### src/rtl/rsc_pkg.sv
// package: constants and types for the run and major-state control block
package rsc_pkg;

  // ----------------------------------------------------------------
  // register map (byte offsets)
  // ----------------------------------------------------------------
  localparam logic [3:0] RSC_OFS_CMD  = 4'h0;
  localparam logic [3:0] RSC_OFS_CFG  = 4'h4;
  localparam logic [3:0] RSC_OFS_STAT = 4'h8;
  localparam logic [3:0] RSC_OFS_DISP = 4'hC;

  // ----------------------------------------------------------------
  // field positions
  // ----------------------------------------------------------------
  localparam int RSC_CMD_START   = 0;
  localparam int RSC_CMD_CONT    = 1;
  localparam int RSC_CMD_STOP    = 2;
  localparam int RSC_CMD_MSTEP   = 3;
  localparam int RSC_CMD_ION_ON  = 4;
  localparam int RSC_CMD_ION_OFF = 5;
  localparam int RSC_CMD_DONE    = 6;
  localparam int RSC_CMD_USER    = 7;
  localparam int RSC_CFG_DISPMEM = 0;
  localparam int RSC_CFG_SHIFT   = 1;
  localparam int RSC_CFG_SERIAL  = 2;
  localparam int RSC_CFG_KEY     = 3;
  localparam int RSC_CFG_DCH     = 4;
  localparam int RSC_CFG_CONSOLE_KEY_MODE_FLAG    = 5;
  localparam int RSC_DISC_CONSOLE_KEY_MODE_FLAG   = 0;
  localparam int RSC_DISC_DCH    = 1;
  localparam int RSC_DISC_RUN    = 2;
  localparam int RSC_DISC_KEY    = 3;

  // ----------------------------------------------------------------
  // types
  // ----------------------------------------------------------------
  typedef enum logic [1:0] {RSC_MS_NONE, RSC_MS_FETCH, RSC_MS_DEFER, RSC_MS_EXEC} rsc_major_e;

  typedef struct packed {
    logic [3:0]  address;
    logic        read;
    logic        write;
    logic [31:0] writedata;
  } rsc_avs_req_s;

  typedef struct packed {
    logic supply_good;
    logic mem_supply_good;
    logic console_reset_n;
    logic halt_n;
  } rsc_pwr_s;

  typedef struct packed {
    logic run;
    logic ion;
    logic fetch;
    logic defer;
    logic execute;
  } rsc_ind_s;

  typedef struct packed {
    logic [3:0]  sync_m;
    logic [3:0]  sync_s;
    logic        init_lvl;
    logic        reset_pulse;
    logic        preset_pulse;
    logic [3:0]  disc;
    rsc_major_e  major;
    logic        fetch;
    logic        defer;
    logic        execute;
    logic        ion;
    logic        supervisor;
    logic        go_pend;
    logic        stop_pend;
    logic        step_pend;
    logic        step_active;
    logic        cycle_go;
    logic [5:0]  cfg;
    logic        waitreq;
    logic [31:0] readdata;
    logic [15:0] data_disp;
    logic [14:0] addr_disp;
  } rsc_state_s;

  // ----------------------------------------------------------------
  // values after reset
  // ----------------------------------------------------------------
  localparam logic [5:0] RSC_CFG_RST = 6'h00;
  localparam rsc_state_s RSC_ST_RST = '{
    sync_m: 4'h0, sync_s: 4'h0, init_lvl: 1'b0, reset_pulse: 1'b0,
    preset_pulse: 1'b0, disc: 4'h0, major: RSC_MS_FETCH, fetch: 1'b1,
    defer: 1'b0, execute: 1'b0, ion: 1'b0, supervisor: 1'b1,
    go_pend: 1'b0, stop_pend: 1'b0, step_pend: 1'b0, step_active: 1'b0,
    cycle_go: 1'b0, cfg: RSC_CFG_RST, waitreq: 1'b1, readdata: 32'h0000_0000,
    data_disp: 16'h0000, addr_disp: 15'h0000};

endpackage

### src/rtl/rsc_run_state_control.sv
// module: run flag, major-state flags, init pulses and discretes register
//
// Notes on behaviour
// (RULE1) each indicator output is high exactly while its flip-flop holds one
// (RULE2) run set means back-to-back processor cycles; run clear stops them
// (RULE3) keep an interrupt-enable flag and show it as an indicator
// (RULE4) fetch set: next processor cycle reads an instruction word
// (RULE5) defer set: next processor cycle reads an indirect address word
// (RULE6) execute set: next processor cycle accesses the operand in memory
// (RULE7) at most one of fetch, defer, execute is ever set
// (RULE8) finishing a console function leaves fetch set
// (RULE9) all clocked actions happen on the falling clock edge when enabled
// (RULE10) supply-good rising gives one pulse on both reset and preset
// (RULE11) console reset release, gated with supply-good, gives the same pulses
// (RULE12) run cannot be set while reset, supply, memory supply or halt is low
// (RULE13) while blocked, each phase-five and memory-clock coincidence loads run zero
// (RULE14) run sets only when unblocked and a console qualifier is true; in shift mode the code also sets it from the shift input without a qualifier
// (RULE15) each discretes stage is set or cleared independently from its own input
// (RULE16) discretes capture only on load strobe, otherwise they hold
// (RULE17) in shift mode discretes move one place right taking the serial input
// (RULE18) data display shows accumulator or memory word; address display the address
// (RULE19) reset clears device flags and interrupt enable, selects supervisor, stops
// (RULE20) reset pulse master-clears the discretes register including run
// (RULE21) rising edges found by comparing with the previous registered sample
module rsc_run_state_control (
  input  wire logic                 clock,
  input  wire logic                 rst_n,
  input  wire rsc_pkg::rsc_avs_req_s avs_req,
  output logic                      avs_waitrequest,
  output logic [31:0]               avs_readdata,
  input  wire rsc_pkg::rsc_pwr_s    pwr,
  input  wire logic                 phase_five_timing_pulse,
  input  wire logic                 mem_clock,
  input  wire logic                 cycle_end,
  input  wire logic                 next_defer,
  input  wire logic                 next_execute,
  input  wire logic [15:0]          acc_word,
  input  wire logic [15:0]          mem_word,
  input  wire logic [14:0]          pc_word,
  output rsc_pkg::rsc_ind_s         ind,
  output logic                      cycle_go,
  output logic                      reset_pulse,
  output logic                      preset_pulse,
  output logic                      io_clear,
  output logic                      supervisor,
  output logic [3:0]                discretes,
  output logic [15:0]               data_display,
  output logic [14:0]               addr_display
);
  import rsc_pkg::*;

  rsc_state_s st_q;
  rsc_state_s st_d;
  logic       sup_good;
  logic       mem_good;
  logic       con_rst_n;
  logic       halt_ok_n;
  logic       run_block;
  logic       strobe;
  logic       init_now;
  logic       run_in;
  logic       stop_now;
  logic       acc;
  logic       wr_cmd;
  logic       wr_cfg;
  logic [3:0] disc_in;
  logic [3:0] disc_nx;

  // ----------------------------------------------------------------
  // synchronised pin levels and run gating
  // ----------------------------------------------------------------
  // only the second sync stage is read
  assign sup_good  = st_q.sync_s[3];
  assign mem_good  = st_q.sync_s[2];
  assign con_rst_n = st_q.sync_s[1];
  assign halt_ok_n = st_q.sync_s[0];
  assign init_now  = con_rst_n & sup_good; // RULE11
  assign run_block = ~(con_rst_n & sup_good & mem_good & halt_ok_n); // RULE12
  assign strobe    = phase_five_timing_pulse & mem_clock; // RULE13
  assign stop_now  = st_q.stop_pend & st_q.fetch;
  // run input gate: unblocked and held or newly qualified
  assign run_in = ~run_block & ((st_q.disc[RSC_DISC_RUN] & ~stop_now) | st_q.go_pend); // RULE14

  // ----------------------------------------------------------------
  // bus decode
  // ----------------------------------------------------------------
  assign acc    = (avs_req.read | avs_req.write) & st_q.waitreq;
  assign wr_cmd = acc & avs_req.write & (avs_req.address == RSC_OFS_CMD);
  assign wr_cfg = acc & avs_req.write & (avs_req.address == RSC_OFS_CFG);

  // ----------------------------------------------------------------
  // discretes register stages
  // ----------------------------------------------------------------
  // stage inputs: run stage from the decision gating, the other three from cfg bits
  assign disc_in = {st_q.cfg[RSC_CFG_KEY], run_in, st_q.cfg[RSC_CFG_DCH], st_q.cfg[RSC_CFG_CONSOLE_KEY_MODE_FLAG]};

  // per-stage next value: clear, load, shift right or hold
  for (genvar i = 0; i < 4; i++) begin : g_disc
    logic shift_src;
    if (i == 3) begin : g_top
      assign shift_src = st_q.cfg[RSC_CFG_SERIAL];
    end else if (i == RSC_DISC_RUN) begin : g_run
      // a blocked run stage never picks up a one from shifting
      assign shift_src = st_q.disc[i+1] & ~run_block; // RULE12
    end else begin : g_low
      assign shift_src = st_q.disc[i+1];
    end
    assign disc_nx[i] = st_q.reset_pulse ? 1'b0 : // RULE20
                        strobe ? disc_in[i] : // RULE15 RULE16
                        st_q.cfg[RSC_CFG_SHIFT] ? shift_src : // RULE17
                        st_q.disc[i];
  end

  // ----------------------------------------------------------------
  // next state
  // ----------------------------------------------------------------
  always_comb begin
    st_d = st_q;
    // two-stage pin synchroniser
    st_d.sync_m = {pwr.supply_good, pwr.mem_supply_good, pwr.console_reset_n, pwr.halt_n};
    st_d.sync_s = st_q.sync_m;
    // init pulse on rise of the gated level
    st_d.init_lvl     = init_now;
    st_d.reset_pulse  = init_now & ~st_q.init_lvl; // RULE10 RULE21
    st_d.preset_pulse = init_now & ~st_q.init_lvl; // RULE10 RULE11
    st_d.disc = disc_nx;
    // console qualifier held until the run stage loads
    st_d.go_pend   = (st_q.go_pend & ~strobe) | (wr_cmd & (avs_req.writedata[RSC_CMD_START] |
                     avs_req.writedata[RSC_CMD_CONT]));
    st_d.stop_pend = (st_q.stop_pend & ~(strobe & ~run_in)) | (wr_cmd & avs_req.writedata[RSC_CMD_STOP]);
    // memory step: one cycle while stopped
    st_d.step_pend = (st_q.step_pend & st_q.disc[RSC_DISC_RUN]) |
                     (wr_cmd & avs_req.writedata[RSC_CMD_MSTEP]);
    if (st_q.step_pend & ~st_q.disc[RSC_DISC_RUN]) begin
      st_d.step_active = 1'b1;
      st_d.step_pend   = wr_cmd & avs_req.writedata[RSC_CMD_MSTEP]; // a new request wins over the clear
    end else if (cycle_end) begin
      st_d.step_active = 1'b0;
    end
    st_d.cycle_go = disc_nx[RSC_DISC_RUN] | st_d.step_active; // RULE2
    // major state: console functions leave fetch, cycles advance it
    if (st_q.reset_pulse | (wr_cmd & (avs_req.writedata[RSC_CMD_DONE] |
        avs_req.writedata[RSC_CMD_START]))) begin
      st_d.major = RSC_MS_FETCH; // RULE8
    end else if (cycle_end & st_q.cycle_go) begin
      case ({next_defer, next_execute})
        2'b10, 2'b11: st_d.major = RSC_MS_DEFER; // RULE5
        2'b01:        st_d.major = RSC_MS_EXEC; // RULE6
        default:      st_d.major = RSC_MS_FETCH; // RULE4
      endcase
    end
    // one flag per state, never two at once
    case (st_d.major)
      RSC_MS_FETCH: {st_d.fetch, st_d.defer, st_d.execute} = 3'b100; // RULE7
      RSC_MS_DEFER: {st_d.fetch, st_d.defer, st_d.execute} = 3'b010;
      RSC_MS_EXEC:  {st_d.fetch, st_d.defer, st_d.execute} = 3'b001;
      default:      {st_d.fetch, st_d.defer, st_d.execute} = 3'b000;
    endcase
    // interrupt enable and mode
    if (wr_cmd & avs_req.writedata[RSC_CMD_ION_OFF]) begin
      st_d.ion = 1'b0;
    end
    if (wr_cmd & avs_req.writedata[RSC_CMD_ION_ON]) begin
      st_d.ion = 1'b1; // RULE3
    end
    if (wr_cmd & avs_req.writedata[RSC_CMD_USER]) begin
      st_d.supervisor = 1'b0;
    end
    if (st_q.reset_pulse) begin
      st_d.ion        = 1'b0; // RULE19
      st_d.supervisor = 1'b1; // RULE19
      st_d.stop_pend  = 1'b0;
      st_d.go_pend    = 1'b0;
    end
    if (wr_cfg) begin
      st_d.cfg = avs_req.writedata[5:0];
    end
    // console displays
    st_d.data_disp = st_q.cfg[RSC_CFG_DISPMEM] ? mem_word : acc_word; // RULE18
    st_d.addr_disp = pc_word; // RULE18
    // bus answer registered on the same falling edge that first sees the request
    st_d.waitreq = ~acc;
    if (acc & avs_req.read) begin
      case (avs_req.address)
        RSC_OFS_CFG:  st_d.readdata = {26'h0, st_q.cfg};
        RSC_OFS_STAT: st_d.readdata = {21'h0, st_q.cycle_go, st_q.disc, st_q.supervisor,
                                       st_q.execute, st_q.defer, st_q.fetch, st_q.ion,
                                       st_q.disc[RSC_DISC_RUN]};
        RSC_OFS_DISP: st_d.readdata = {1'b0, st_q.addr_disp, st_q.data_disp};
        default:      st_d.readdata = 32'h0000_0000;
      endcase
    end
  end

  // ----------------------------------------------------------------
  // state register on the falling edge
  // ----------------------------------------------------------------
  always_ff @(negedge clock or negedge rst_n) begin // RULE9
    if (!rst_n) begin
      st_q <= RSC_ST_RST;
    end else begin
      st_q <= st_d;
    end
  end

  // ----------------------------------------------------------------
  // outputs
  // ----------------------------------------------------------------
  // indicators straight from their flip-flops
  assign ind.run          = st_q.disc[RSC_DISC_RUN]; // RULE1
  assign ind.ion          = st_q.ion; // RULE1
  assign ind.fetch        = st_q.fetch;
  assign ind.defer        = st_q.defer;
  assign ind.execute      = st_q.execute;
  assign cycle_go         = st_q.cycle_go;
  assign reset_pulse      = st_q.reset_pulse;
  assign preset_pulse     = st_q.preset_pulse;
  assign io_clear         = st_q.reset_pulse; // RULE19
  assign supervisor       = st_q.supervisor;
  assign discretes        = st_q.disc;
  assign data_display     = st_q.data_disp;
  assign addr_display     = st_q.addr_disp;
  assign avs_waitrequest  = st_q.waitreq;
  assign avs_readdata     = st_q.readdata;
endmodule

### config.mk
export PLATFORM = sky130hd
export DESIGN_NAME = rsc_run_state_control
export DESIGN_NICKNAME = d
export VERILOG_FILES = /design/src/rtl/rsc_pkg.sv /design/src/rtl/rsc_run_state_control.sv
export SDC_FILE = /design/constraint.sdc
export NUM_CORES = 1
export LEC_CHECK = 0
export BUFFER_PORTS_ARGS = -buffer_cell sky130_fd_sc_hd__buf_2
export CAP_MARGIN = 10
export CORE_ASPECT_RATIO = 0.5
export CORE_MARGIN = 1
export CORE_UTILIZATION = 45
export CTS_BUF_LIST = sky130_fd_sc_hd__clkbuf_8
export DETAILED_ROUTE_END_ITERATION = 10
export PLACE_DENSITY = 0.83
export REMOVE_ABC_BUFFERS = 1
export SLEW_MARGIN = 20
export SYNTH_ARGS = -nofsm -noshare
export SYNTH_HDL_FRONTEND = slang
export SYNTH_SLANG_ARGS = --single-unit
### constraint.sdc
create_clock -name clock -period 1.6 [get_ports clock]
set_clock_uncertainty 0.2 [all_clocks]
set_input_delay 0.08 -clock clock [delete_from_list [all_inputs] [get_ports clock]]
set_output_delay 0.08 -clock clock [all_outputs]
set_load 0.005 [all_outputs]
==> results.tsv, run 1 <==
metric	value	unit
mux share of post-synthesis cell area	9.84	%
FF-to-FF path depth	5	
Root Driver	clkbuf_8	
final hold slack	68.4	ps
top cells by area, synth	dfrtn_1 55%, buf_4 14%, mux2_2 7.7%, a22o_1 4.3%, dfstp_2 2.6%	
RSZ-0062 raised after global routing	yes	
Synth Instances	330	
largest net degree at the start of global routing	32	
hpwl dp	6850	um
FF-to-FF End	disc_in[3]$_DFFE_NN0P_	
Fin. Hold Viols	0	
Setup crit start	avs_waitrequest$_DFF_NN1_	
num ports	174	
Hold Path Class	in2async	
crit path capture	avs_waitrequest	
die height	69.7	um
failing checks	negative setup slack	
Area growth syn-to-layout	39.9	%
Worst Path Required	1320	ps
DRC Markers	0	
sequential area share after synthesis	57.8	%
CP bufs+invs	1	
R2R setup slack	-380	ps
RD Place Congestion	0.817	
most frequent cells in the layout	140 x buf_2, 95 x buf_4, 91 x dfrtn_1, 27 x mux2_2, 20 x a22o_1	
Clock Latency Late Sink	440	ps
initial detailed-routing violation count	209	
number of flops mapped to enable cells by yosys	0	
Synth top area share	55.3	%
number of global-route vias before repair	3214	
Synth area leader	dfrtn_1	
WS Path Type	reg2out	
starting density of the core	46.8	%
PD cells	996	mW/mm^2
Reg clk slew, reported paths	70	ps
Post-Route WL	12700	um
first-pass GRT wire length	16300	um
vias	3368	
Most used DFF post-synth	dfrtn_1	
fin nets	613	
endpoint class of the critical path	output port	
Slew Limit Fails	0	
hold_buf cts	0	
post-DR wirelength/cell	19.8	um
leakage	3.04	nW
Data arrival, critical path	1890	ps
relative slew slack	65.5	%
number of synthesized register bits	95	
PortBufs	148	
syn avg cell area	12.5	sq um
grt ovf	0	
TritonCTS clock tree	yes	
worst r2r src	avs_waitrequest$_DFF_NN1_	
synthesized-area fraction occupied by and/or/nand/nor cells	5.83	%
post-synthesis adder-cell area fraction	0	%
slowest cell delay on critical path	550	ps
antenna violations before repair	1	
cells along the critical path	buf_6	
CP top delay family	flip-flops	
most common cell after layout, fill and taps aside	buf_2	
chip width	137	um
VDD IR max	0.473	mV
Yosys warnings	0	
maximum fanout along the worst path	2	
CTS Sinks	95	
Vias/cell	5.26	
Synth cell types	42	
clk buf depth	2	
core area	0.00880	sq mm
Site Rows	24	
XOR/XNOR share of the synthesized area	0	%
die area	0.00956	sq mm
max cap viols	0	
crit path max-delay cell type	dfstp_2	
layout cells sized above 1	65.1	%
total power	5.74	mW
DRT Pass-1 Iters	4	
Num CTS Buffers	9	
H-tree depth	3	
fraction of registers with async set/reset	100	%
synthesized area	0.00412	sq mm
main combinational cell family by area after synthesis	buffers and inverters	
compound-cell area share of the yosys netlist	10.6	%
final setup fails	124	
Final WS setup	-570	ps
gr usage total	23.0	%
Tightest Pin Transition	516	ps
Final ANT Viol Nets	0	
status	finished, violations left	
CP Depth	1	
startpoint class of the critical path	flop	
## cell families (layout without fill, tap and decap cells)
group / Yosys count / after routing
flops: 95 / 95
mux: 37 / 37
buf+inv: 94 / 283
other cells: 1 / 2
simple gates: 44 / 47
compound gates: 59 / 59
## synthesized netlist by cell type, types with 2 or more instances
cell	number
o21ai_0	14
nand3_1	4
nand2_1	18
dfrtn_1	91
and2_1	2
mux2i_1	9
inv_1	7
a22o_1	20
and4_1	2
a21oi_1	2
dfstp_2	4
nor2_1	5
a22oi_1	6
nand3b_1	2
nor2b_1	2
a211oi_1	3
o31ai_1	2
a21o_1	2
buf_4	75
mux2_2	28
clkbuf_1	4
buf_2	7
nor3_1	2
## sequential cells by signal (all words and copies together), names as in the netlist
register          flops
preset_pulse          1
discretes             4
avs_readdata         31
disc_in               3
data_display         16
st_d                  4
cycle_go              1
addr_display         15
supervisor            1
st_q                 10
mem_good              1
avs_waitrequest       1
ind                   4
g_disc.shift_src      1
con_rst_n             1
halt_ok_n             1
## repair_timing
item / CTS / global route
gates cloned: 0 / 6
setup buffers: 37 / 23
resized for setup: 27 / 47
endpoints found under the setup margin: 118 / 123
pin swaps: 14 / 36
## report_power, final
part | internal [mW] | switching [mW] | total [mW]
registers | 2.66 | 0.163 | 2.82
logic | 0.830 | 0.629 | 1.46
clock network | 0.562 | 0.892 | 1.45
total | 4.05 | 1.68 | 5.74
## layout make-up
class	count	area, sq um
Antenna cell	1	2.50
Inverter	6	22.5
Tap cell	117	146
Timing Repair Buffer	257	1730
Sequential cell	95	2380
Clock buffer	9	124
Clock inverter	11	55.1
Multi-Input combinational cell	144	1300
Fill cell	597	3040
## stage by stage
stage          utilization (%)  cell area (sq um)  setup TNS, ps  cells  setup WS [ps]
3_3_place_gp              54.6               4810         -22560    556           -524
3_5_place_dp              54.6               4810         -23910    556           -569
4_1_cts                   60.7               5340         -30270    611           -523
6_report                  65.5               5760         -38960    640           -570
5_1_grt                   65.5               5760         -42530    640           -583
2_1_floorplan                -               3490         -16510    243           -493
## how the worst min path moves through the flow
stage,to,from
6_report,data_display[4]$_DFF_NN0_,rst_n
5_1_grt,ind[3]$_DFFE_NN0P_,rst_n
4_1_cts,ind[3]$_DFFE_NN0P_,rst_n
3_5_place_dp,con_rst_n$_DFF_NN0_,st_d[90]$_DFF_NN0_
3_3_place_gp,halt_ok_n$_DFF_NN0_,st_d[89]$_DFF_NN0_
2_1_floorplan,con_rst_n$_DFF_NN0_,st_d[90]$_DFF_NN0_
## metal layers
layer	share of wire, %	vias to the layer above	wire (um)	global-route usage (%)
met5	0	-	0	0
met4	6.5	0	823	13.3
met2	51	162	6520	41.1
met3	5.7	63	720	5.85
met1	36	1685	4610	24.6
li1	-	1458	-	-
Power figures use the tool's default switching activity.
==> run 2, diff against run 1 <==
--- a/config.mk
+++ b/config.mk
@@ -6,7 +6,7 @@
 export NUM_CORES = 1
 export LEC_CHECK = 0
 export BUFFER_PORTS_ARGS = -buffer_cell sky130_fd_sc_hd__buf_2
-export CAP_MARGIN = 10
+export CAP_MARGIN = 0
 export CORE_ASPECT_RATIO = 0.5
 export CORE_MARGIN = 1
 export CORE_UTILIZATION = 45
@@ -14,6 +14,7 @@
 export DETAILED_ROUTE_END_ITERATION = 10
 export PLACE_DENSITY = 0.83
 export REMOVE_ABC_BUFFERS = 1
+export SETUP_SLACK_MARGIN = 0.02
 export SLEW_MARGIN = 20
 export SYNTH_ARGS = -nofsm -noshare
 export SYNTH_HDL_FRONTEND = slang
==> results.tsv, run 2 (same netlist as run 1, synthesis figures left out) <==
metric	value	unit	change
post-DR wirelength/cell	19.3	um	-2.4%
post-route cell area	0.00564	sq mm	-2.1%
PD cells	1000	mW/mm^2	+0.59%
most common cell after layout, fill and taps aside	buf_2		
FF+latch area	0.00238	sq mm	unchanged
layout cells sized above 1	62.4	%	-2.7 points
DRT Pass-1 Iters	4		unchanged
grt ovf	0		unchanged
Reg clk slew, reported paths	60	ps	about the same
largest net degree at the start of global routing	32		unchanged
Site Rows	24		unchanged
starting density of the core	46.8	%	unchanged
most frequent cells in the layout	139 x buf_2, 93 x buf_4, 91 x dfrtn_1, 26 x mux2_2, 20 x a22o_1		
max FFs per register	31		unchanged
hold_buf cts	0		unchanged
hpwl dp	6850	um	unchanged
crit path max-delay cell type	dfstp_2		
Area growth syn-to-layout	37.0	%	
Vias/cell	5.19		-1.4%
antenna violations before repair	0		-1
initial detailed-routing violation count	189		-9.6%
CTS Sinks	95		unchanged
vias	3286		-2.4%
R2R setup slack	-290	ps	+90 ps
setup TNS	-32250	ps	+6710 ps
CP top delay family	flip-flops		
cells along the critical path	buf_6		
Final ANT Viol Nets	0		unchanged
Root Driver	clkbuf_8		
area of the multi-input gates	0.00124	sq mm	-4.7%
VDD IR max	0.474	mV	+0.19%
fin nets	607		-0.98%
die height	69.7	um	unchanged
chip width	137	um	unchanged
Fin. Hold Viols	0		unchanged
max cap viols	0		unchanged
WS Path Type	reg2out		
Hold Path Class	in2async		
number of fill cells in the layout	611		+2.3%
Clock Latency Late Sink	420	ps	-20 ps
status	finished, violations left		
Slew Limit Fails	0		unchanged
leakage	2.98	nW	-2.0%
RD Place Congestion	0.817		unchanged
die area	0.00956	sq mm	unchanged
Worst Path Required	1320	ps	about the same
num ports	174		unchanged
core area	0.00880	sq mm	unchanged
n_diodes	0		-1
TritonCTS clock tree	yes		
maximum fanout along the worst path	2		unchanged
number of global-route vias before repair	3236		+0.68%
H-tree depth	3		unchanged
first-pass GRT wire length	16700	um	+2.4%
Final WS setup	-535	ps	+34.7 ps
gr usage total	23.7	%	+0.67 points
FF-to-FF path depth	4		-1
DRC Markers	0		unchanged
PortBufs	148		unchanged
endpoint class of the critical path	output port		
failing checks	negative setup slack		
Post-Route WL	12200	um	-3.5%
clk buf depth	2		unchanged
Place WS	-569	ps	unchanged
slowest cell delay on critical path	540	ps	about the same
Num CTS Buffers	9		unchanged
final setup fails	119		-4.0%
Data arrival, critical path	1860	ps	-30 ps
worst r2r src	avs_waitrequest$_DFF_NN1_		
RSZ-0062 raised after global routing	yes		
startpoint class of the critical path	flop		
CP bufs+invs	1		unchanged
DP Area	0.00481	sq mm	unchanged
FF-to-FF End	st_q[65]$_DFFE_NN0P_		
==> run 2: routing by layer <==
layer,track usage (%),wire length (um),vias up
li1,-,-,1442
met1,26.5,4630,1655
met2,41.2,6430,142
met3,5.63,630,47
met4,13.6,544,0
met5,0,0,-
==> run 2: cell type report <==
class	count	area share [%]
flip-flops and latches	95	42.2
clock inverters	11	0.976
well taps	117	2.59
inverters	6	0.399
repair buffers	251	29.7
multi-input cells	144	21.9
clock buffers	9	2.20
==> run 2: power by group <==
group          leakage (nW)  switching (mW)  total (mW)  internal (mW)
Combinational          1.68           0.605        1.41          0.803
Clock                 0.101           0.861        1.42          0.561
Sequential             1.20           0.161        2.82           2.66
==> run 2: what timing repair did <==
action / in CTS / in global routing
setup endpoints to repair: 118 / 124
setup buffers: 37 / 18
gates resized for setup: 40 / 18
gates cloned: 2 / 3
pin swaps: 17 / 8
==> run 2: per-stage QoR <==
step	hold WS (ps)	instances	util, %	power [mW]
CTS	63.4	613	61.3	5.45
finish	75.1	633	64.1	5.65
global route	62.4	633	64.1	5.90
global placement	93.5	556	54.6	3.86
detailed placement	95.2	556	54.6	3.90
floorplan	91.7	243	-	3.23
==> run 2: worst max path at each step <==
stage | startpoint | end | slack, ps | cells after the start
2_1_floorplan | avs_req[34] | disc_in[0]$_DFFE_NN0P_ | -490 | 3
3_3_place_gp | avs_req[34] | st_q[65]$_DFFE_NN0P_ | -520 | 4
3_5_place_dp | avs_req[34] | disc_in[0]$_DFFE_NN0P_ | -570 | 4
4_1_cts | ind[2]$_DFF_NN1_ | ind[2] | -520 | 1
5_1_grt | avs_waitrequest$_DFF_NN1_ | avs_waitrequest | -570 | 1
6_report | avs_waitrequest$_DFF_NN1_ | avs_waitrequest | -540 | 1
==> run 3, diff against run 2 <==
--- a/config.mk
+++ b/config.mk
@@ -12,7 +12,7 @@
 export CORE_UTILIZATION = 45
 export CTS_BUF_LIST = sky130_fd_sc_hd__clkbuf_8
 export DETAILED_ROUTE_END_ITERATION = 10
-export PLACE_DENSITY = 0.83
+export PLACE_DENSITY = 0.8
 export REMOVE_ABC_BUFFERS = 1
 export SETUP_SLACK_MARGIN = 0.02
 export SLEW_MARGIN = 20
==> constraint.sdc (replaced) <==
create_clock -name clock -period 2.1 [get_ports clock]
set_clock_uncertainty 0.2 [all_clocks]
set_input_delay 0.105 -clock clock [delete_from_list [all_inputs] [get_ports clock]]
set_output_delay 0.105 -clock clock [all_outputs]
set_load 0.005 [all_outputs]
==> results.tsv, run 3 (same netlist as run 1, synthesis figures left out) <==
metric	value	unit	change
status	finished, violations left		
failing checks	negative setup slack		
largest net degree at the start of global routing	62		+94%
hpwl dp	6390	um	-6.6%
starting density of the core	46.8	%	unchanged
number of global-route vias before repair	2864		-11%
fin nets	570		-6.1%
CP bufs+invs	1		unchanged
layout cells sized above 1	56.6	%	-5.8 points
relative slew slack	46.3	%	
crit path max-delay cell type	dfstp_2		
first-pass GRT wire length	14100	um	-16%
most frequent cells in the layout	146 x buf_2, 91 x dfrtn_1, 67 x buf_4, 28 x mux2_2, 20 x a22o_1		
RD Place Congestion	0.807		-1.3%
WS Path Type	reg2out		
DRC Markers	0		unchanged
Tightest Pin Transition	806	ps	
die area	0.00956	sq mm	unchanged
most common cell after layout, fill and taps aside	buf_2		
Reg clk slew, reported paths	50	ps	about the same
PortBufs	148		unchanged
final setup fails	77		-35%
Hold Path Class	reg2reg		
Data arrival, critical path	2070	ps	+210 ps
final hold slack	95.4	ps	+20.3 ps
Psw	1.10	mW	-32%
die height	69.7	um	unchanged
Worst Path Required	1790	ps	+470 ps
gr usage total	19.6	%	-4.0 points
R2R setup slack	330	ps	+620 ps
Power Internal	3.16	mW	-22%
TritonCTS clock tree	yes		
maximum fanout along the worst path	2		unchanged
cells along the critical path	buf_2		
core area	0.00880	sq mm	unchanged
max cap viols	0		unchanged
Core Util, Final	58.8	%	-5.3 points
CTS Sinks	95		unchanged
startpoint class of the critical path	flop		
Site Rows	24		unchanged
Final ANT Viol Nets	0		unchanged
VDD IR max	0.419	mV	-12%
clock share of power	31.5	%	+6.3 points
post-route cell area	0.00518	sq mm	-8.3%
PD cells	823	mW/mm^2	-18%
Post-Route WL	9000	um	-26%
RSZ-0062 raised after global routing	yes		
Non-Filler Instances	596		-5.8%
num ports	174		unchanged
total power	4.26	mW	-25%
Fin. Hold Viols	0		unchanged
max FFs per register	31		unchanged
leakage	2.76	nW	-7.3%
chip width	137	um	unchanged
Slew Limit Fails	0		unchanged
Place WS	-406	ps	+162 ps
Root Driver	clkbuf_8		
DRT Pass-1 Iters	4		unchanged
hold_buf cts	0		unchanged
grt ovf	0		unchanged
CP top delay family	flip-flops		
Area growth syn-to-layout	25.7	%	
dpl cells	534		-4.0%
clk buf depth	2		unchanged
initial detailed-routing violation count	193		+2.1%
Gate power share	17.7	%	-7.2 points
H-tree depth	3		unchanged
slowest cell delay on critical path	520	ps	-20 ps
Vias/cell	4.78		-7.9%
setup TNS	-10590	ps	+21660 ps
antenna violations before repair	0		unchanged
endpoint class of the critical path	output port		
post-DR wirelength/cell	15.1	um	-22%
Num CTS Buffers	9		unchanged
Clock Latency Late Sink	390	ps	-30 ps
DP Area	0.00462	sq mm	-4.0%
sw frac	25.9	%	-2.9 points
Final WS setup	-277	ps	+259 ps
vias	2848		-13%
n_diodes	0		unchanged
Reg power frac	50.8	%	+0.9 points
## run 3: cell type report
type	instances	area (sq um)
Clock buffer	9	124
Tap cell	117	146
Sequential cell	95	2380
Inverter	6	22.5
Clock inverter	11	110
Multi-Input combinational cell	141	1090
Fill cell	698	3620
Timing Repair Buffer	217	1300
## run 3: final timing paths
path,end,depth (start not counted),start
worst max-delay path,supervisor,1,supervisor$_DFFE_NN1P_
max in group asynchronous,addr_display[13]$_DFF_NN0_,2,rst_n
worst max register to register,st_q[64]$_DFFE_NN0P_,4,avs_waitrequest$_DFF_NN1_
worst min register to register,mem_good$_DFF_NN0_,0,st_d[91]$_DFF_NN0_
min in group asynchronous,con_rst_n$_DFF_NN0_,1,rst_n
worst min-delay path,mem_good$_DFF_NN0_,0,st_d[91]$_DFF_NN0_
## run 3: routing by layer
layer	GRT usage (%)	vias to the layer above	share of wire (%)
met5	0	-	0
met4	7.69	0	1.7
met3	5.99	15	4.1
met2	33.3	65	53
met1	23.3	1408	41
li1	-	1360	-
## run 3: power groups by stage
stage / Sequential, mW / Clock, mW / Combinational (mW)
finish: 2.16 / 1.34 / 0.753
global route: 2.19 / 1.48 / 0.820
CTS: 2.16 / 1.38 / 0.724
detailed placement: 2.21 / 0.0148 / 0.633
global placement: 2.20 / 0.0148 / 0.617
floorplan: 2.19 / 0.0148 / 0.258
## run 3: repair_timing
item	4_1_cts	5_1_grt
pin swaps	0	0
gates resized for setup	1	2
buffers inserted	30	13
setup endpoints to repair	83	84
gates cloned	0	0
